==> config.mk <==
export PLATFORM = sky130hd
export DESIGN_NAME = psr_soft_reset_bank
export DESIGN_NICKNAME = d
export VERILOG_FILES = /design/src/include/psr_pkg.sv /design/src/design/psr_ctrl_reg.sv /design/src/design/psr_soft_reset_bank.sv
export SDC_FILE = /design/constraint.sdc
export NUM_CORES = 1
export LEC_CHECK = 0
export ABC_AREA = 1
export BUFFER_PORTS_ARGS = -buffer_cell sky130_fd_sc_hd__buf_2
export CAP_MARGIN = 20
export CORE_MARGIN = 4
export CORE_UTILIZATION = 50
export DETAILED_ROUTE_END_ITERATION = 12
export PLACE_DENSITY = 0.93
export SYNTH_ARGS = -nofsm -noshare
export SYNTH_HDL_FRONTEND = slang
export SYNTH_SLANG_ARGS = --single-unit
==> constraint.sdc <==
create_clock -name clk_i -period 3.2 [get_ports clk_i]
set_clock_uncertainty 0.15 [all_clocks]
set_input_delay 0.48 -clock clk_i [delete_from_list [all_inputs] [get_ports clk_i]]
set_output_delay 0.48 -clock clk_i [all_outputs]
set_load 0.05 [all_outputs]
==> src/include/psr_pkg.sv <==
/*
 * psr_pkg: register map, field positions and bus codes of the
 * peripheral soft reset bank one block.
 * assumes: 32-bit register bus, byte addressed, one aligned word.
 */
package psr_pkg;

    ////////////////////////////////////////////////////////////////////
    // register map
    // system control base, decoded upstream of this block
    localparam logic [31:0] PSR_BASE_ADDR = 32'h400f_e000;
    // offset of peripheral_soft_reset_1
    localparam logic [11:0] PSR_SOFT_RESET_1_OFS = 12'h044;
    localparam logic [31:0] PSR_RESET_VALUE = 32'h0000_0000;

    ////////////////////////////////////////////////////////////////////
    // field positions
    localparam int PSR_COMPARATOR_C_BIT = 26;
    localparam int PSR_COMPARATOR_B_BIT = 25;
    localparam int PSR_COMPARATOR_A_BIT = 24;
    localparam int PSR_GP_COUNTER_D_BIT = 19;
    localparam int PSR_GP_COUNTER_C_BIT = 18;
    localparam int PSR_GP_COUNTER_B_BIT = 17;
    localparam int PSR_GP_COUNTER_A_BIT = 16;
    localparam int PSR_TWOWIRE_B_BIT = 14;
    localparam int PSR_TWOWIRE_A_BIT = 12;
    localparam int PSR_ENCODER_B_BIT = 9;
    localparam int PSR_ENCODER_A_BIT = 8;
    localparam int PSR_SYNC_SERIAL_B_BIT = 5;
    localparam int PSR_SYNC_SERIAL_A_BIT = 4;
    localparam int PSR_ASYNC_SERIAL_C_BIT = 2;
    localparam int PSR_ASYNC_SERIAL_B_BIT = 1;
    localparam int PSR_ASYNC_SERIAL_A_BIT = 0;

    ////////////////////////////////////////////////////////////////////
    // group masks, built from the positions above
    localparam logic [31:0] PSR_ONE = 32'h0000_0001;
    localparam logic [31:0] PSR_COMPARATOR_MASK = (PSR_ONE << PSR_COMPARATOR_C_BIT)
        | (PSR_ONE << PSR_COMPARATOR_B_BIT) | (PSR_ONE << PSR_COMPARATOR_A_BIT);
    localparam logic [31:0] PSR_GP_COUNTER_MASK = (PSR_ONE << PSR_GP_COUNTER_D_BIT)
        | (PSR_ONE << PSR_GP_COUNTER_C_BIT) | (PSR_ONE << PSR_GP_COUNTER_B_BIT)
        | (PSR_ONE << PSR_GP_COUNTER_A_BIT);
    localparam logic [31:0] PSR_TWOWIRE_MASK = (PSR_ONE << PSR_TWOWIRE_B_BIT)
        | (PSR_ONE << PSR_TWOWIRE_A_BIT);
    localparam logic [31:0] PSR_ENCODER_MASK = (PSR_ONE << PSR_ENCODER_B_BIT)
        | (PSR_ONE << PSR_ENCODER_A_BIT);
    localparam logic [31:0] PSR_SYNC_SERIAL_MASK = (PSR_ONE << PSR_SYNC_SERIAL_B_BIT)
        | (PSR_ONE << PSR_SYNC_SERIAL_A_BIT);
    localparam logic [31:0] PSR_ASYNC_SERIAL_MASK = (PSR_ONE << PSR_ASYNC_SERIAL_C_BIT)
        | (PSR_ONE << PSR_ASYNC_SERIAL_B_BIT) | (PSR_ONE << PSR_ASYNC_SERIAL_A_BIT);
    // every bit that software may change; the rest read zero
    localparam logic [31:0] PSR_WRITABLE_MASK = PSR_COMPARATOR_MASK
        | PSR_GP_COUNTER_MASK | PSR_TWOWIRE_MASK | PSR_ENCODER_MASK
        | PSR_SYNC_SERIAL_MASK | PSR_ASYNC_SERIAL_MASK;

    ////////////////////////////////////////////////////////////////////
    // bus response codes
    localparam logic [1:0] PSR_RESP_OKAY = 2'h0;
    localparam logic [1:0] PSR_RESP_SLVERR = 2'h2;

    // expand four byte strobes into a bit mask
    function automatic logic [31:0] psr_strobe_mask(input logic [3:0] strb);
        logic [31:0] m;
        m = 32'h0000_0000;
        for (int i = 0; i < 4; i++) begin
            m[i*8 +: 8] = {8{strb[i]}};
        end
        return m;
    endfunction : psr_strobe_mask

    // word address compare against the one register
    function automatic logic psr_addr_hit(input logic [11:0] addr);
        return addr[11:2] == PSR_SOFT_RESET_1_OFS[11:2];
    endfunction : psr_addr_hit

endpackage : psr_pkg

==> src/design/psr_ctrl_reg.sv <==
/*
 * psr_ctrl_reg: storage of the reset control word with masked write.
 * assumes: write enable, data and masks come from logic on clk_i.
 */
module psr_ctrl_reg import psr_pkg::*; (
    // clock and reset
    input wire logic clk_i,
    input wire logic rst_n_i,
    // write port
    input wire logic wr_en_i,
    input wire logic [31:0] wdata_i,
    input wire logic [31:0] wmask_i,
    input wire logic [31:0] cap_i,
    // stored word
    output logic [31:0] ctrl_o
);

    logic [31:0] ctrl_reg;
    logic [31:0] ctrl_next;
    logic [31:0] en;

    ////////////////////////////////////////////////////////////////////
    // only present, writable, strobed bits take the new value
    always_comb begin
        en = wmask_i & cap_i & PSR_WRITABLE_MASK;
        ctrl_next = (ctrl_reg & ~en) | (wdata_i & en);
    end

    // reset control word, cleared by system reset
    always_ff @(posedge clk_i or negedge rst_n_i) begin
        if (!rst_n_i) begin
            ctrl_reg <= PSR_RESET_VALUE;
        end else if (wr_en_i) begin
            ctrl_reg <= ctrl_next;
        end
    end

    assign ctrl_o = ctrl_reg;

endmodule : psr_ctrl_reg

==> src/design/psr_soft_reset_bank.sv <==
/*
 * psr_soft_reset_bank: axi4-lite slave holding the soft reset word of
 * peripheral group one, driving one reset line per peripheral.
 * assumes: capability mask is a level from a register on clk_i.
 */
// Summary of operation
// - one 32-bit register at offset 0x044
// - system reset clears register to zero
// - capability mask gates every write bit
// - reserved bits read zero, ignore writes
// - comparator resets at bits 26..24
// - counter resets at bits 19..16
// - two-wire resets at bits 14, 12
// - encoder resets at bits 9, 8
// - sync serial resets at bits 5, 4
// - async serial resets at bits 2..0
module psr_soft_reset_bank import psr_pkg::*; (
    // clock and reset
    input wire logic clk_i,
    input wire logic rst_n_i,
    // write address channel
    input wire logic s_axi_awvalid_i,
    output logic s_axi_awready_o,
    input wire logic [11:0] s_axi_awaddr_i,
    // write data channel
    input wire logic s_axi_wvalid_i,
    output logic s_axi_wready_o,
    input wire logic [31:0] s_axi_wdata_i,
    input wire logic [3:0] s_axi_wstrb_i,
    // write response channel
    output logic s_axi_bvalid_o,
    input wire logic s_axi_bready_i,
    output logic [1:0] s_axi_bresp_o,
    // read address channel
    input wire logic s_axi_arvalid_i,
    output logic s_axi_arready_o,
    input wire logic [11:0] s_axi_araddr_i,
    // read data channel
    output logic s_axi_rvalid_o,
    input wire logic s_axi_rready_i,
    output logic [31:0] s_axi_rdata_o,
    output logic [1:0] s_axi_rresp_o,
    // capability mask of present units
    input wire logic [31:0] capability_mask_two_i,
    // peripheral reset lines, high holds the unit in reset
    output logic comparator_a_reset_o,
    output logic comparator_b_reset_o,
    output logic comparator_c_reset_o,
    output logic gp_counter_a_reset_o,
    output logic gp_counter_b_reset_o,
    output logic gp_counter_c_reset_o,
    output logic gp_counter_d_reset_o,
    output logic twowire_a_reset_o,
    output logic twowire_b_reset_o,
    output logic encoder_a_reset_o,
    output logic encoder_b_reset_o,
    output logic sync_serial_a_reset_o,
    output logic sync_serial_b_reset_o,
    output logic async_serial_a_reset_o,
    output logic async_serial_b_reset_o,
    output logic async_serial_c_reset_o
);

    logic awready_reg;
    logic wready_reg;
    logic aw_full_reg;
    logic w_full_reg;
    logic [11:0] aw_addr_reg;
    logic [31:0] wdata_reg;
    logic [3:0] wstrb_reg;
    logic bvalid_reg;
    logic [1:0] bresp_reg;
    logic arready_reg;
    logic rvalid_reg;
    logic [31:0] rdata_reg;
    logic [1:0] rresp_reg;
    logic aw_hs;
    logic w_hs;
    logic b_hs;
    logic ar_hs;
    logic r_hs;
    logic wr_go;
    logic wr_hit;
    logic [31:0] ctrl;

    ////////////////////////////////////////////////////////////////////
    // channel handshakes
    assign aw_hs = s_axi_awvalid_i && awready_reg;
    assign w_hs = s_axi_wvalid_i && wready_reg;
    assign b_hs = bvalid_reg && s_axi_bready_i;
    assign ar_hs = s_axi_arvalid_i && arready_reg;
    assign r_hs = rvalid_reg && s_axi_rready_i;
    // both halves held and no response pending: do the write
    assign wr_go = aw_full_reg && w_full_reg && !bvalid_reg;
    assign wr_hit = wr_go && psr_addr_hit(aw_addr_reg);

    ////////////////////////////////////////////////////////////////////
    // write address capture, reopened after the response is taken
    always_ff @(posedge clk_i or negedge rst_n_i) begin
        if (!rst_n_i) begin
            awready_reg <= 1'b1;
            aw_full_reg <= 1'b0;
            aw_addr_reg <= 12'h000;
        end else begin
            if (aw_hs) begin
                awready_reg <= 1'b0;
                aw_full_reg <= 1'b1;
                aw_addr_reg <= s_axi_awaddr_i;
            end else if (wr_go) begin
                aw_full_reg <= 1'b0;
            end
            if (b_hs) begin
                awready_reg <= 1'b1;
            end
        end
    end

    // write data capture, independent of the address
    always_ff @(posedge clk_i or negedge rst_n_i) begin
        if (!rst_n_i) begin
            wready_reg <= 1'b1;
            w_full_reg <= 1'b0;
            wdata_reg <= 32'h0000_0000;
            wstrb_reg <= 4'h0;
        end else begin
            if (w_hs) begin
                wready_reg <= 1'b0;
                w_full_reg <= 1'b1;
                wdata_reg <= s_axi_wdata_i;
                wstrb_reg <= s_axi_wstrb_i;
            end else if (wr_go) begin
                w_full_reg <= 1'b0;
            end
            if (b_hs) begin
                wready_reg <= 1'b1;
            end
        end
    end

    // write response, error for any address but the register
    always_ff @(posedge clk_i or negedge rst_n_i) begin
        if (!rst_n_i) begin
            bvalid_reg <= 1'b0;
            bresp_reg <= PSR_RESP_OKAY;
        end else if (wr_go) begin
            bvalid_reg <= 1'b1;
            bresp_reg <= wr_hit ? PSR_RESP_OKAY : PSR_RESP_SLVERR;
        end else if (b_hs) begin
            bvalid_reg <= 1'b0;
        end
    end

    ////////////////////////////////////////////////////////////////////
    // read channel, one cycle from address to data, no side effects
    always_ff @(posedge clk_i or negedge rst_n_i) begin
        if (!rst_n_i) begin
            arready_reg <= 1'b1;
            rvalid_reg <= 1'b0;
            rdata_reg <= 32'h0000_0000;
            rresp_reg <= PSR_RESP_OKAY;
        end else if (ar_hs) begin
            arready_reg <= 1'b0;
            rvalid_reg <= 1'b1;
            if (psr_addr_hit(s_axi_araddr_i)) begin
                rdata_reg <= ctrl & PSR_WRITABLE_MASK;
                rresp_reg <= PSR_RESP_OKAY;
            end else begin
                rdata_reg <= 32'h0000_0000;
                rresp_reg <= PSR_RESP_SLVERR;
            end
        end else if (r_hs) begin
            rvalid_reg <= 1'b0;
            arready_reg <= 1'b1;
        end
    end

    ////////////////////////////////////////////////////////////////////
    // stored control word with capability gated write
    psr_ctrl_reg u_ctrl (
        .clk_i(clk_i),
        .rst_n_i(rst_n_i),
        .wr_en_i(wr_hit),
        .wdata_i(wdata_reg),
        .wmask_i(psr_strobe_mask(wstrb_reg)),
        .cap_i(capability_mask_two_i),
        .ctrl_o(ctrl)
    );

    ////////////////////////////////////////////////////////////////////
    // bus outputs straight from their flops
    assign s_axi_awready_o = awready_reg;
    assign s_axi_wready_o = wready_reg;
    assign s_axi_bvalid_o = bvalid_reg;
    assign s_axi_bresp_o = bresp_reg;
    assign s_axi_arready_o = arready_reg;
    assign s_axi_rvalid_o = rvalid_reg;
    assign s_axi_rdata_o = rdata_reg;
    assign s_axi_rresp_o = rresp_reg;

    // reset lines follow the stored bits while they are set
    assign comparator_c_reset_o = ctrl[PSR_COMPARATOR_C_BIT];
    assign comparator_b_reset_o = ctrl[PSR_COMPARATOR_B_BIT];
    assign comparator_a_reset_o = ctrl[PSR_COMPARATOR_A_BIT];
    assign gp_counter_d_reset_o = ctrl[PSR_GP_COUNTER_D_BIT];
    assign gp_counter_c_reset_o = ctrl[PSR_GP_COUNTER_C_BIT];
    assign gp_counter_b_reset_o = ctrl[PSR_GP_COUNTER_B_BIT];
    assign gp_counter_a_reset_o = ctrl[PSR_GP_COUNTER_A_BIT];
    assign twowire_b_reset_o = ctrl[PSR_TWOWIRE_B_BIT];
    assign twowire_a_reset_o = ctrl[PSR_TWOWIRE_A_BIT];
    assign encoder_b_reset_o = ctrl[PSR_ENCODER_B_BIT];
    assign encoder_a_reset_o = ctrl[PSR_ENCODER_A_BIT];
    assign sync_serial_b_reset_o = ctrl[PSR_SYNC_SERIAL_B_BIT];
    assign sync_serial_a_reset_o = ctrl[PSR_SYNC_SERIAL_A_BIT];
    assign async_serial_c_reset_o = ctrl[PSR_ASYNC_SERIAL_C_BIT];
    assign async_serial_b_reset_o = ctrl[PSR_ASYNC_SERIAL_B_BIT];
    assign async_serial_a_reset_o = ctrl[PSR_ASYNC_SERIAL_A_BIT];

    ////////////////////////////////////////////////////////////////////
    // checking helpers: line vector and expected word after a write
    logic [31:0] line_vec;
    logic [31:0] exp_en;
    logic [31:0] exp_next;

    always_comb begin
        line_vec = 32'h0000_0000;
        line_vec[PSR_COMPARATOR_C_BIT] = comparator_c_reset_o;
        line_vec[PSR_COMPARATOR_B_BIT] = comparator_b_reset_o;
        line_vec[PSR_COMPARATOR_A_BIT] = comparator_a_reset_o;
        line_vec[PSR_GP_COUNTER_D_BIT] = gp_counter_d_reset_o;
        line_vec[PSR_GP_COUNTER_C_BIT] = gp_counter_c_reset_o;
        line_vec[PSR_GP_COUNTER_B_BIT] = gp_counter_b_reset_o;
        line_vec[PSR_GP_COUNTER_A_BIT] = gp_counter_a_reset_o;
        line_vec[PSR_TWOWIRE_B_BIT] = twowire_b_reset_o;
        line_vec[PSR_TWOWIRE_A_BIT] = twowire_a_reset_o;
        line_vec[PSR_ENCODER_B_BIT] = encoder_b_reset_o;
        line_vec[PSR_ENCODER_A_BIT] = encoder_a_reset_o;
        line_vec[PSR_SYNC_SERIAL_B_BIT] = sync_serial_b_reset_o;
        line_vec[PSR_SYNC_SERIAL_A_BIT] = sync_serial_a_reset_o;
        line_vec[PSR_ASYNC_SERIAL_C_BIT] = async_serial_c_reset_o;
        line_vec[PSR_ASYNC_SERIAL_B_BIT] = async_serial_b_reset_o;
        line_vec[PSR_ASYNC_SERIAL_A_BIT] = async_serial_a_reset_o;
        exp_en = psr_strobe_mask(wstrb_reg) & capability_mask_two_i;
        exp_next = (line_vec & ~exp_en) | (wdata_reg & exp_en);
    end
endmodule : psr_soft_reset_bank

==> results.md, run 1 <==
- Status: completed
- Core area: 6422 um^2
- Largest net degree at the start of global routing: a little over 70
- Clock root cell: clkbuf_8
- Die area: between 8000 and 9000 um^2
- Post-CTS Resized: 0
- Layout cell share with drive strength beyond 1: around a third
- N_diodes: 0
- Count of final setup violators: 0
- DR vias/cell: just under 5
- Setup TNS: 0 ps
- Final Max Slew Viols: 0
- Async SR Flop Fraction: 100.0%
- EDFF count, synth: 0
- Clock Latency Late Sink: 340 ps
- RSZ-0062 raised after global routing: no
- Global-route wire length before repair: roughly 12000 um
- Post-CTS setup buffer count: 0
- Area grow syn2layout: 19.87%
- TritonCTS Sinks: 71
- Post-layout util: a little over three fifths
- GPL Wtd Cong: 0.8169
- HP Class: in -> async
- Fill cells: 550
- Fin crit period: roughly 1800 ps
- H-tree depth: 3
- Max cap viols: 0
- Total clock buffers created by CTS: 9
- Vias in the first global route: between 2000 and 3000
- Sequential share of the synthesized area: approximately 53%
- Commonest non-fill, non-tap cells in the layout: buf_2 (100), nand2_1 (98), dfrtp_1 (68)
- Worst EP required: 3270 ps
- Fin Hold WS: ~100 ps
- Worst VDD drop: 0.5033 mV
- Port Buf Inserts: 101
- Clock tree buffer depth: 2
- Fmax: roughly 0.55 GHz
- Crit Path Class: reg -> reg
- Final Cycle Share: between 50% and 60%
- Chip Height: around 90 um
- Most common cell after layout, fill and taps aside: buf_2
- Io pins: 156
- Antenna Nets Post-Route: 0
- Layout Nets: ~560
- Drt drc: 0
- Synth cell types: 22
- Post-Synthesis Cells: ~360
- Measured slew at the worst slew-check pin: about 1000 ps
- #FFs+latches synth: 71
- Synth Flop Type: dfrtp_1
- Yosys warnings: 0
- Avg Inst Size Synth: between 9 and 10 um^2
- Fin. Hold Viols: 0
- Initial Util: a little over half
- Critical path launch point type: flip-flop
- Via Count: between 2000 and 3000
- First-pass DRT Iterations: 4
- Reg clk slew, reported paths: approximately 80 ps
- Multi-input logic area: 1216 um^2
- GRT overflow: 0
- Total Wirelength: between 7000 and 8000 um
- CTS tree: yes
- Crit path DAT: 1900 ps
- Sequential Area: between 1500 and 2000 um^2
- # rows: 29
- Crit path capture type: flip-flop
- Hold-fix buffers, CTS: 0
- Leak: approximately 2.2 nW
- Iter 0 DRT Violations: 104
- Initial antenna violation count: 0
- Tot GR Track Use: between 15 and 20%
- Slew headroom: approximately a third
- Peak fanout along the critical path: 21
- Cell Area, Synth: 3349 um^2
- Routed len/inst: ~13 um
- Die W: around 90 um
- DP HPWL: slightly above 5000 um
- Power Dens Cells: slightly above 700 nW/um^2
==> stage by stage <==
step / setup slack (ps) / instance area (um^2) / total power, mW / std cells
final: 1370 / 4015 / 2.830 / 544
after global routing: 1267 / 4015 / 3.000 / 544
after CTS: 1281 / 4000 / 2.843 / 543
after detailed placement: 1236 / 3770 / 2.031 / 527
after global placement: 1292 / 3770 / 1.975 / 527
after floorplan: 1629 / 3413 / 1.865 / 381
==> worst max-delay path, stage by stage (launching register included) <==
cell and delay, ps:
dfstp_2 550, nand2_1 510, mux2_2 500
==> layer usage <==
metal / vias up / wire length [um] / share of wire [%] / GRT usage, %
li1: 1316 / - / - / -
met1: 1214 / 2969 / 42 / 21.78
met2: 94 / 3373 / 48 / 29.14
met3: 12 / 610 / 8.6 / 6.594
met4: 0 / 110 / 1.6 / 8.046
met5: - / 0 / 0 / 0
==> synthesized netlist by cell type (all sizes together) (2+ instances only) <==
| cell type | number | area (um^2) |
|---|---|---|
| inv | 45 | 168.9 |
| dfstp | 3 | 78.83 |
| nand3 | 33 | 170.2 |
| buf | 31 | 234.0 |
| dfrtp | 68 | 1702 |
| nand4 | 16 | 100.1 |
| nor2 | 28 | 120.1 |
| a21oi | 3 | 15.01 |
| mux2 | 28 | 315.3 |
| o21ai | 5 | 25.02 |
| nand2 | 98 | 367.9 |
| nor3 | 2 | 21.27 |
==> power breakdown <==
group	switching, mW	leakage, nW	total, mW	internal, mW
clock	0.343	0.109	0.807	0.464
combinational	0.442	1.23	0.719	0.277
sequential	0.159	0.896	1.30	1.14
==> worst paths after layout <==
path	cells past startpoint	end	slack, ps	from
min in group clk_i	2	s_axi_awready_o	160	s_axi_awvalid_i
worst max-delay path	2	wdata_reg[16]	1370	s_axi_wready_o
max in group asynchronous	1	wdata_reg[24]	2220	rst_n_i
worst max register to register	2	wdata_reg[16]	1370	s_axi_wready_o
worst min register to register	2	s_axi_rdata_o[8]	330	s_axi_rdata_o[8]
worst min-delay path	1	wdata_reg[14]	100	rst_n_i
==> layout make-up <==
cell class	count	share of cell area [%]
multi-input cells	233	30.29
repair buffers	102	13.03
flip-flops and latches	71	44.34
clock buffers	10	3.428
inverters	45	4.207
clock inverters	6	2.306
well taps	77	2.400
==> logic make-up (layout without fill, tap and decap cells) <==
| logic type | after synthesis | count (layout) | synth area share [%] |
|---|---|---|---|
| AOI/OAI and AO/OA | 9 | 9 | 1.382 |
| buffers and inverters | 77 | 163 | 12.44 |
| DFF | 71 | 71 | 53.16 |
| muxes | 28 | 28 | 9.413 |
| other | 1 | 18 | 0.1120 |
| and+or+nand+nor | 178 | 178 | 23.50 |
(Power assumes the default switching activity.)
==> inputs of run 2 (changes only) <==
Settings changed: CORE_UTILIZATION 50 to 42, PLACE_DENSITY 0.93 to 0.84.
Clock period 3.2 ns to 1.6 ns, I/O delays scaled along.
==> results.md, run 2 (synthesis results as in run 1) <==
- Status: completed
- Stages on worst setup path: 1
- Sequential Area: roughly 1800 um^2
- Power Dens Cells: roughly 1200 nW/um^2
- Commonest non-fill, non-tap cells in the layout: buf_2 (100), nand2_1 (97), dfrtp_1 (68)
- Hold path depth: 3
- Fill cells: ~650
- Tot GR Track Use: around 17%
- GPL Wtd Cong: 0.7503
- Die W: 97.30 um
- Global-route wire length before repair: approximately 13000 um
- Clock root cell: clkbuf_8
- Area grow syn2layout: 31.79%
- CP bufs+invs: 1
- Initial antenna violation count: 0
- Count of final setup violators: 0
- Drt drc: 0
- Peak fanout along the critical path: 3
- Port Buf Inserts: 101
- Crit path capture type: output pin
- Fin Hold WS: between 10 and 15 ps
- DR vias/cell: approximately 4.6
- Io pins: approximately 160
- Post-CTS setup buffer count: 0
- Chip Height: ~100 um
- Fin area: 4414 um^2
- RSZ-0062 raised after global routing: no
- Placed Area: about 4000 um^2
- Multi-input logic area: ~1200 um^2
- Crit Path Class: reg -> out
- Fin. Hold Viols: 0
- Total Wirelength: around 8000 um
- Reg clk slew, reported paths: about 80 ps
- Worst EP required: ~1200 ps
- Cell Chain, Critical Path: buf_2
- CP max stage delay: ~570 ps
- Layout Nets: about 600
- H-tree depth: 3
- Clock Latency Late Sink: around 340 ps
- Core area: about 7700 um^2
- Final Max Slew Viols: 0
- CTS tree: yes
- Most common cell after layout, fill and taps aside: buf_2
- Largest net degree at the start of global routing: 72
- Final Cycle Share: 97.82%
- # rows: 32
- Leak: 2.393 nW
- Crit path DAT: between 1000 and 1500 ps
- Critical-path cell with the highest stage delay: dfstp_2
- Routed len/inst: ~13 um
- Fin crit period: approximately 1600 ps
- Worst VDD drop: 1.122 mV
- Critical path launch point type: flip-flop
- Vias in the first global route: approximately 2800
- FF-to-FF path depth: 3
- First-pass DRT Iterations: 4
- Die area: approximately 9500 um^2
- CP top delay family: flip-flops
- Layout cell share with drive strength beyond 1: 31.56%
- Iter 0 DRT Violations: 118
- Fmax: approximately 0.64 GHz
- HP Class: in -> reg
- Initial Util: a little over two fifths
- GRT overflow: 0
- Max cap viols: 0
- Antenna Nets Post-Route: 0
- DP HPWL: between 5000 and 6000 um
- TritonCTS Sinks: 71
- Total clock buffers created by CTS: 9
- Setup TNS: 0 ps
- Clock tree buffer depth: 2
- Via Count: roughly 2800
run 2: area by class of cell:
cell class,count,area share (%)
antenna,1,0.05669
inverter,45,3.827
tap,102,2.891
sequential,71,40.33
multi-input combinational,233,27.61
clock buffer,10,2.891
timing repair buffer,142,21.54
clock inverter,6,0.8503
run 2: what timing repair did:
| action | in CTS | in global routing |
|---|---|---|
| hold buffers | 34 | 0 |
| endpoints found under the hold margin | 100 | 0 |
| resized for setup | 0 | 2 |
| endpoints found under the setup margin | 0 | 8 |
run 2: metal layers:
metal	global-route usage (%)	up-vias	share of wire (%)
li1	-	1400	-
met1	20.89	1307	41
met2	29.51	103	51
met3	5.240	12	6.5
met4	4.686	0	1.5
met5	0	-	0
run 2: where the power goes:
group / total, mW / leakage (nW) / internal (mW) / switching [mW]
Sequential: 2.61 / 0.896 / 2.29 / 0.319
Combinational: 1.58 / 1.42 / 0.656 / 0.921
Clock: 1.23 / 0.0781 / 0.554 / 0.679
run 2: path summary, 6_finish.rpt:
path                                        start           endpoint  slack (ps)
worst max-delay path              s_axi_awready_o    s_axi_awready_o          30
max in group asynchronous                 rst_n_i    s_axi_arready_o         640
worst min-delay path            s_axi_awaddr_i[6]     aw_addr_reg[6]          10
worst min register to register  s_axi_rdata_o[18]  s_axi_rdata_o[18]         330
worst max register to register    s_axi_awready_o    s_axi_awready_o         100
min in group asynchronous                 rst_n_i      wdata_reg[18]         290
run 2: per-stage QoR:
stage | utilization (%) | setup WS [ps] | total power [mW] | instances
6_report | 57.12 | 34.87 | 5.420 | 610
5_1_grt | 57.09 | 5.690 | 5.757 | 609
4_1_cts | 57.06 | 43.34 | 5.433 | 609
3_5_place_dp | 50.52 | 131.4 | 4.131 | 559
3_3_place_gp | 50.52 | 180.1 | 4.028 | 559
2_1_floorplan | - | 28.91 | 3.730 | 381
==> inputs of run 3 (changes only) <==
Settings changed: PLACE_DENSITY 0.84 to 0.86.
==> results.md, run 3 (synthesis results as in run 1) <==
- Status: completed
- Layout Nets: slightly above 600
- Max cap viols: 0
- First-pass DRT Iterations: 4
- Crit path capture type: flip-flop
- Iter 0 DRT Violations: 94
- Leak: ~2.4 nW
- Layout cell share with drive strength beyond 1: about a third
- GRT overflow: 0
- Global-route wire length before repair: ~14000 um
- R2R setup slack: approximately 30 ps
- R2R Path End: s_axi_wready_o
- CTS tree: yes
- Initial antenna violation count: 0
- Pre-CTS setup slack: 155.4 ps
- Fin area: approximately 4500 um^2
- Clock root cell: clkbuf_8
- Clock Latency Late Sink: 340 ps
- # rows: 32
- DR vias/cell: roughly 4.6
- RR Startpoint: s_axi_wready_o
- Commonest non-fill, non-tap cells in the layout: buf_2 (100), nand2_1 (97), dfrtp_1 (68)
- HP Start: s_axi_awaddr_i[3]
- Peak fanout along the critical path: 2
- Clock tree buffer depth: 2
- DP HPWL: 5531 um
- Die area: ~9500 um^2
- Initial Util: 43.35%
- Total Wirelength: between 8000 and 9000 um
- Total clock buffers created by CTS: 9
- RSZ-0062 raised after global routing: no
- Core area: 7727 um^2
- Setup TNS: 0 ps
- Crit path DAT: between 1500 and 2000 ps
- Setup ws final: 22.00 ps
- Tot GR Track Use: roughly 18%
- Fin. Hold Viols: 0
- Port Buf Inserts: 101
- Area grow syn2layout: 34.29%
- Placed Area: approximately 3900 um^2
- GPL Wtd Cong: slightly below 0.8
- Final Cycle Share: between 90 and 100%
- Fin crit period: about 1600 ps
- Vias in the first global route: 2806
- Post-layout util: ~58%
- Most common cell after layout, fill and taps aside: buf_2
- Hold path depth: 3
- Crit Path Class: in -> reg
- H-tree depth: 3
- Count of final setup violators: 0
- Via Count: between 2000 and 3000
- Min-Delay Endpoint: aw_addr_reg[3]
- Worst EP required: approximately 1700 ps
- Largest net degree at the start of global routing: 37
- Routed len/inst: between 10 and 15 um
- Drt drc: 0
- Fmax: 0.6337 GHz
- Antenna Nets Post-Route: 0
- Power Dens Cells: around 1300 nW/um^2
- Final Max Slew Viols: 0
- Die W: slightly below 100 um
- N_diodes: 0
- Chip Height: 97.30 um
- Io pins: 156
- FF-to-FF path depth: 3
- HP Class: in -> reg
- Reg clk slew, reported paths: ~80 ps
- Critical path launch point type: primary input
- Worst VDD drop: 0.9305 mV
- TritonCTS Sinks: between 70 and 80
run 3: changes by cell type in the layout (fill, tap and decap cells not counted), sizes merged:
cell,before,now
diode,1,0
bufinv,0,2
clkinv,3,1
clkbuf,10,9
inv,45,46
buf,108,109
dlygate4sd3,34,36
run 3: stage by stage:
| stage | power (mW) | hold WS, ps | std cells |
|---|---|---|---|
| after floorplan | 3.730 | -205.6 | 381 |
| after global placement | 4.029 | 8.584 | 560 |
| after detailed placement | 4.140 | 9.215 | 560 |
| after CTS | 5.815 | 6.872 | 612 |
| after global routing | 6.138 | 33.18 | 612 |
| final | 5.793 | 31.22 | 612 |
run 3: worst max-delay path by stage:
stage,start,end,slack (ps)
after detailed placement,s_axi_awready_o,aw_addr_reg[5],160
after CTS,s_axi_wready_o,s_axi_wready_o,50
after floorplan,s_axi_bvalid_o,flip-flop,30
final,s_axi_wvalid_i,s_axi_wready_o,20
after global placement,s_axi_awready_o,aw_addr_reg[2],190
after global routing,s_axi_awready_o,s_axi_awready_o,0.4
run 3: what timing repair did:
action / 4_1_cts / 5_1_grt
hold buffers: 36 / 0
endpoints found under the hold margin: 88 / 0
setup endpoints to repair: 0 / 8
gates resized for setup: 0 / 2
setup buffers: 0 / 0
run 3: worst max-delay path, cell delays in order:
cell           delay (ps)
dlygate4sd3_1         560
buf_2                 140
o21ai_0               180
dlygate4sd3_1         590
run 3: report_power, final:
| part | total (mW) | internal (mW) | switching, mW |
|---|---|---|---|
| clock network | 1.57 | 0.880 | 0.695 |
| registers | 2.62 | 2.29 | 0.331 |
| logic | 1.60 | 0.673 | 0.925 |
| total | 5.79 | 3.84 | 1.95 |
run 3: cell type report:
cell class / instances / area, um^2
clock buffer: 9 / 123.9
clock inverter: 7 / 96.34
fill: 645 / 3229
inverter: 45 / 168.9
multi-input combinational: 233 / 1219
sequential: 71 / 1780
tap: 102 / 127.6
timing repair buffer: 145 / 982.2
run 3: layer usage:
layer / track usage [%] / up-vias / wire [um]
met3: 4.666 / 14 / 505
met5: 0 / - / 0
li1: - / 1405 / -
met4: 6.922 / 0 / 152
met2: 30.68 / 99 / 4133
met1: 20.65 / 1307 / 3267
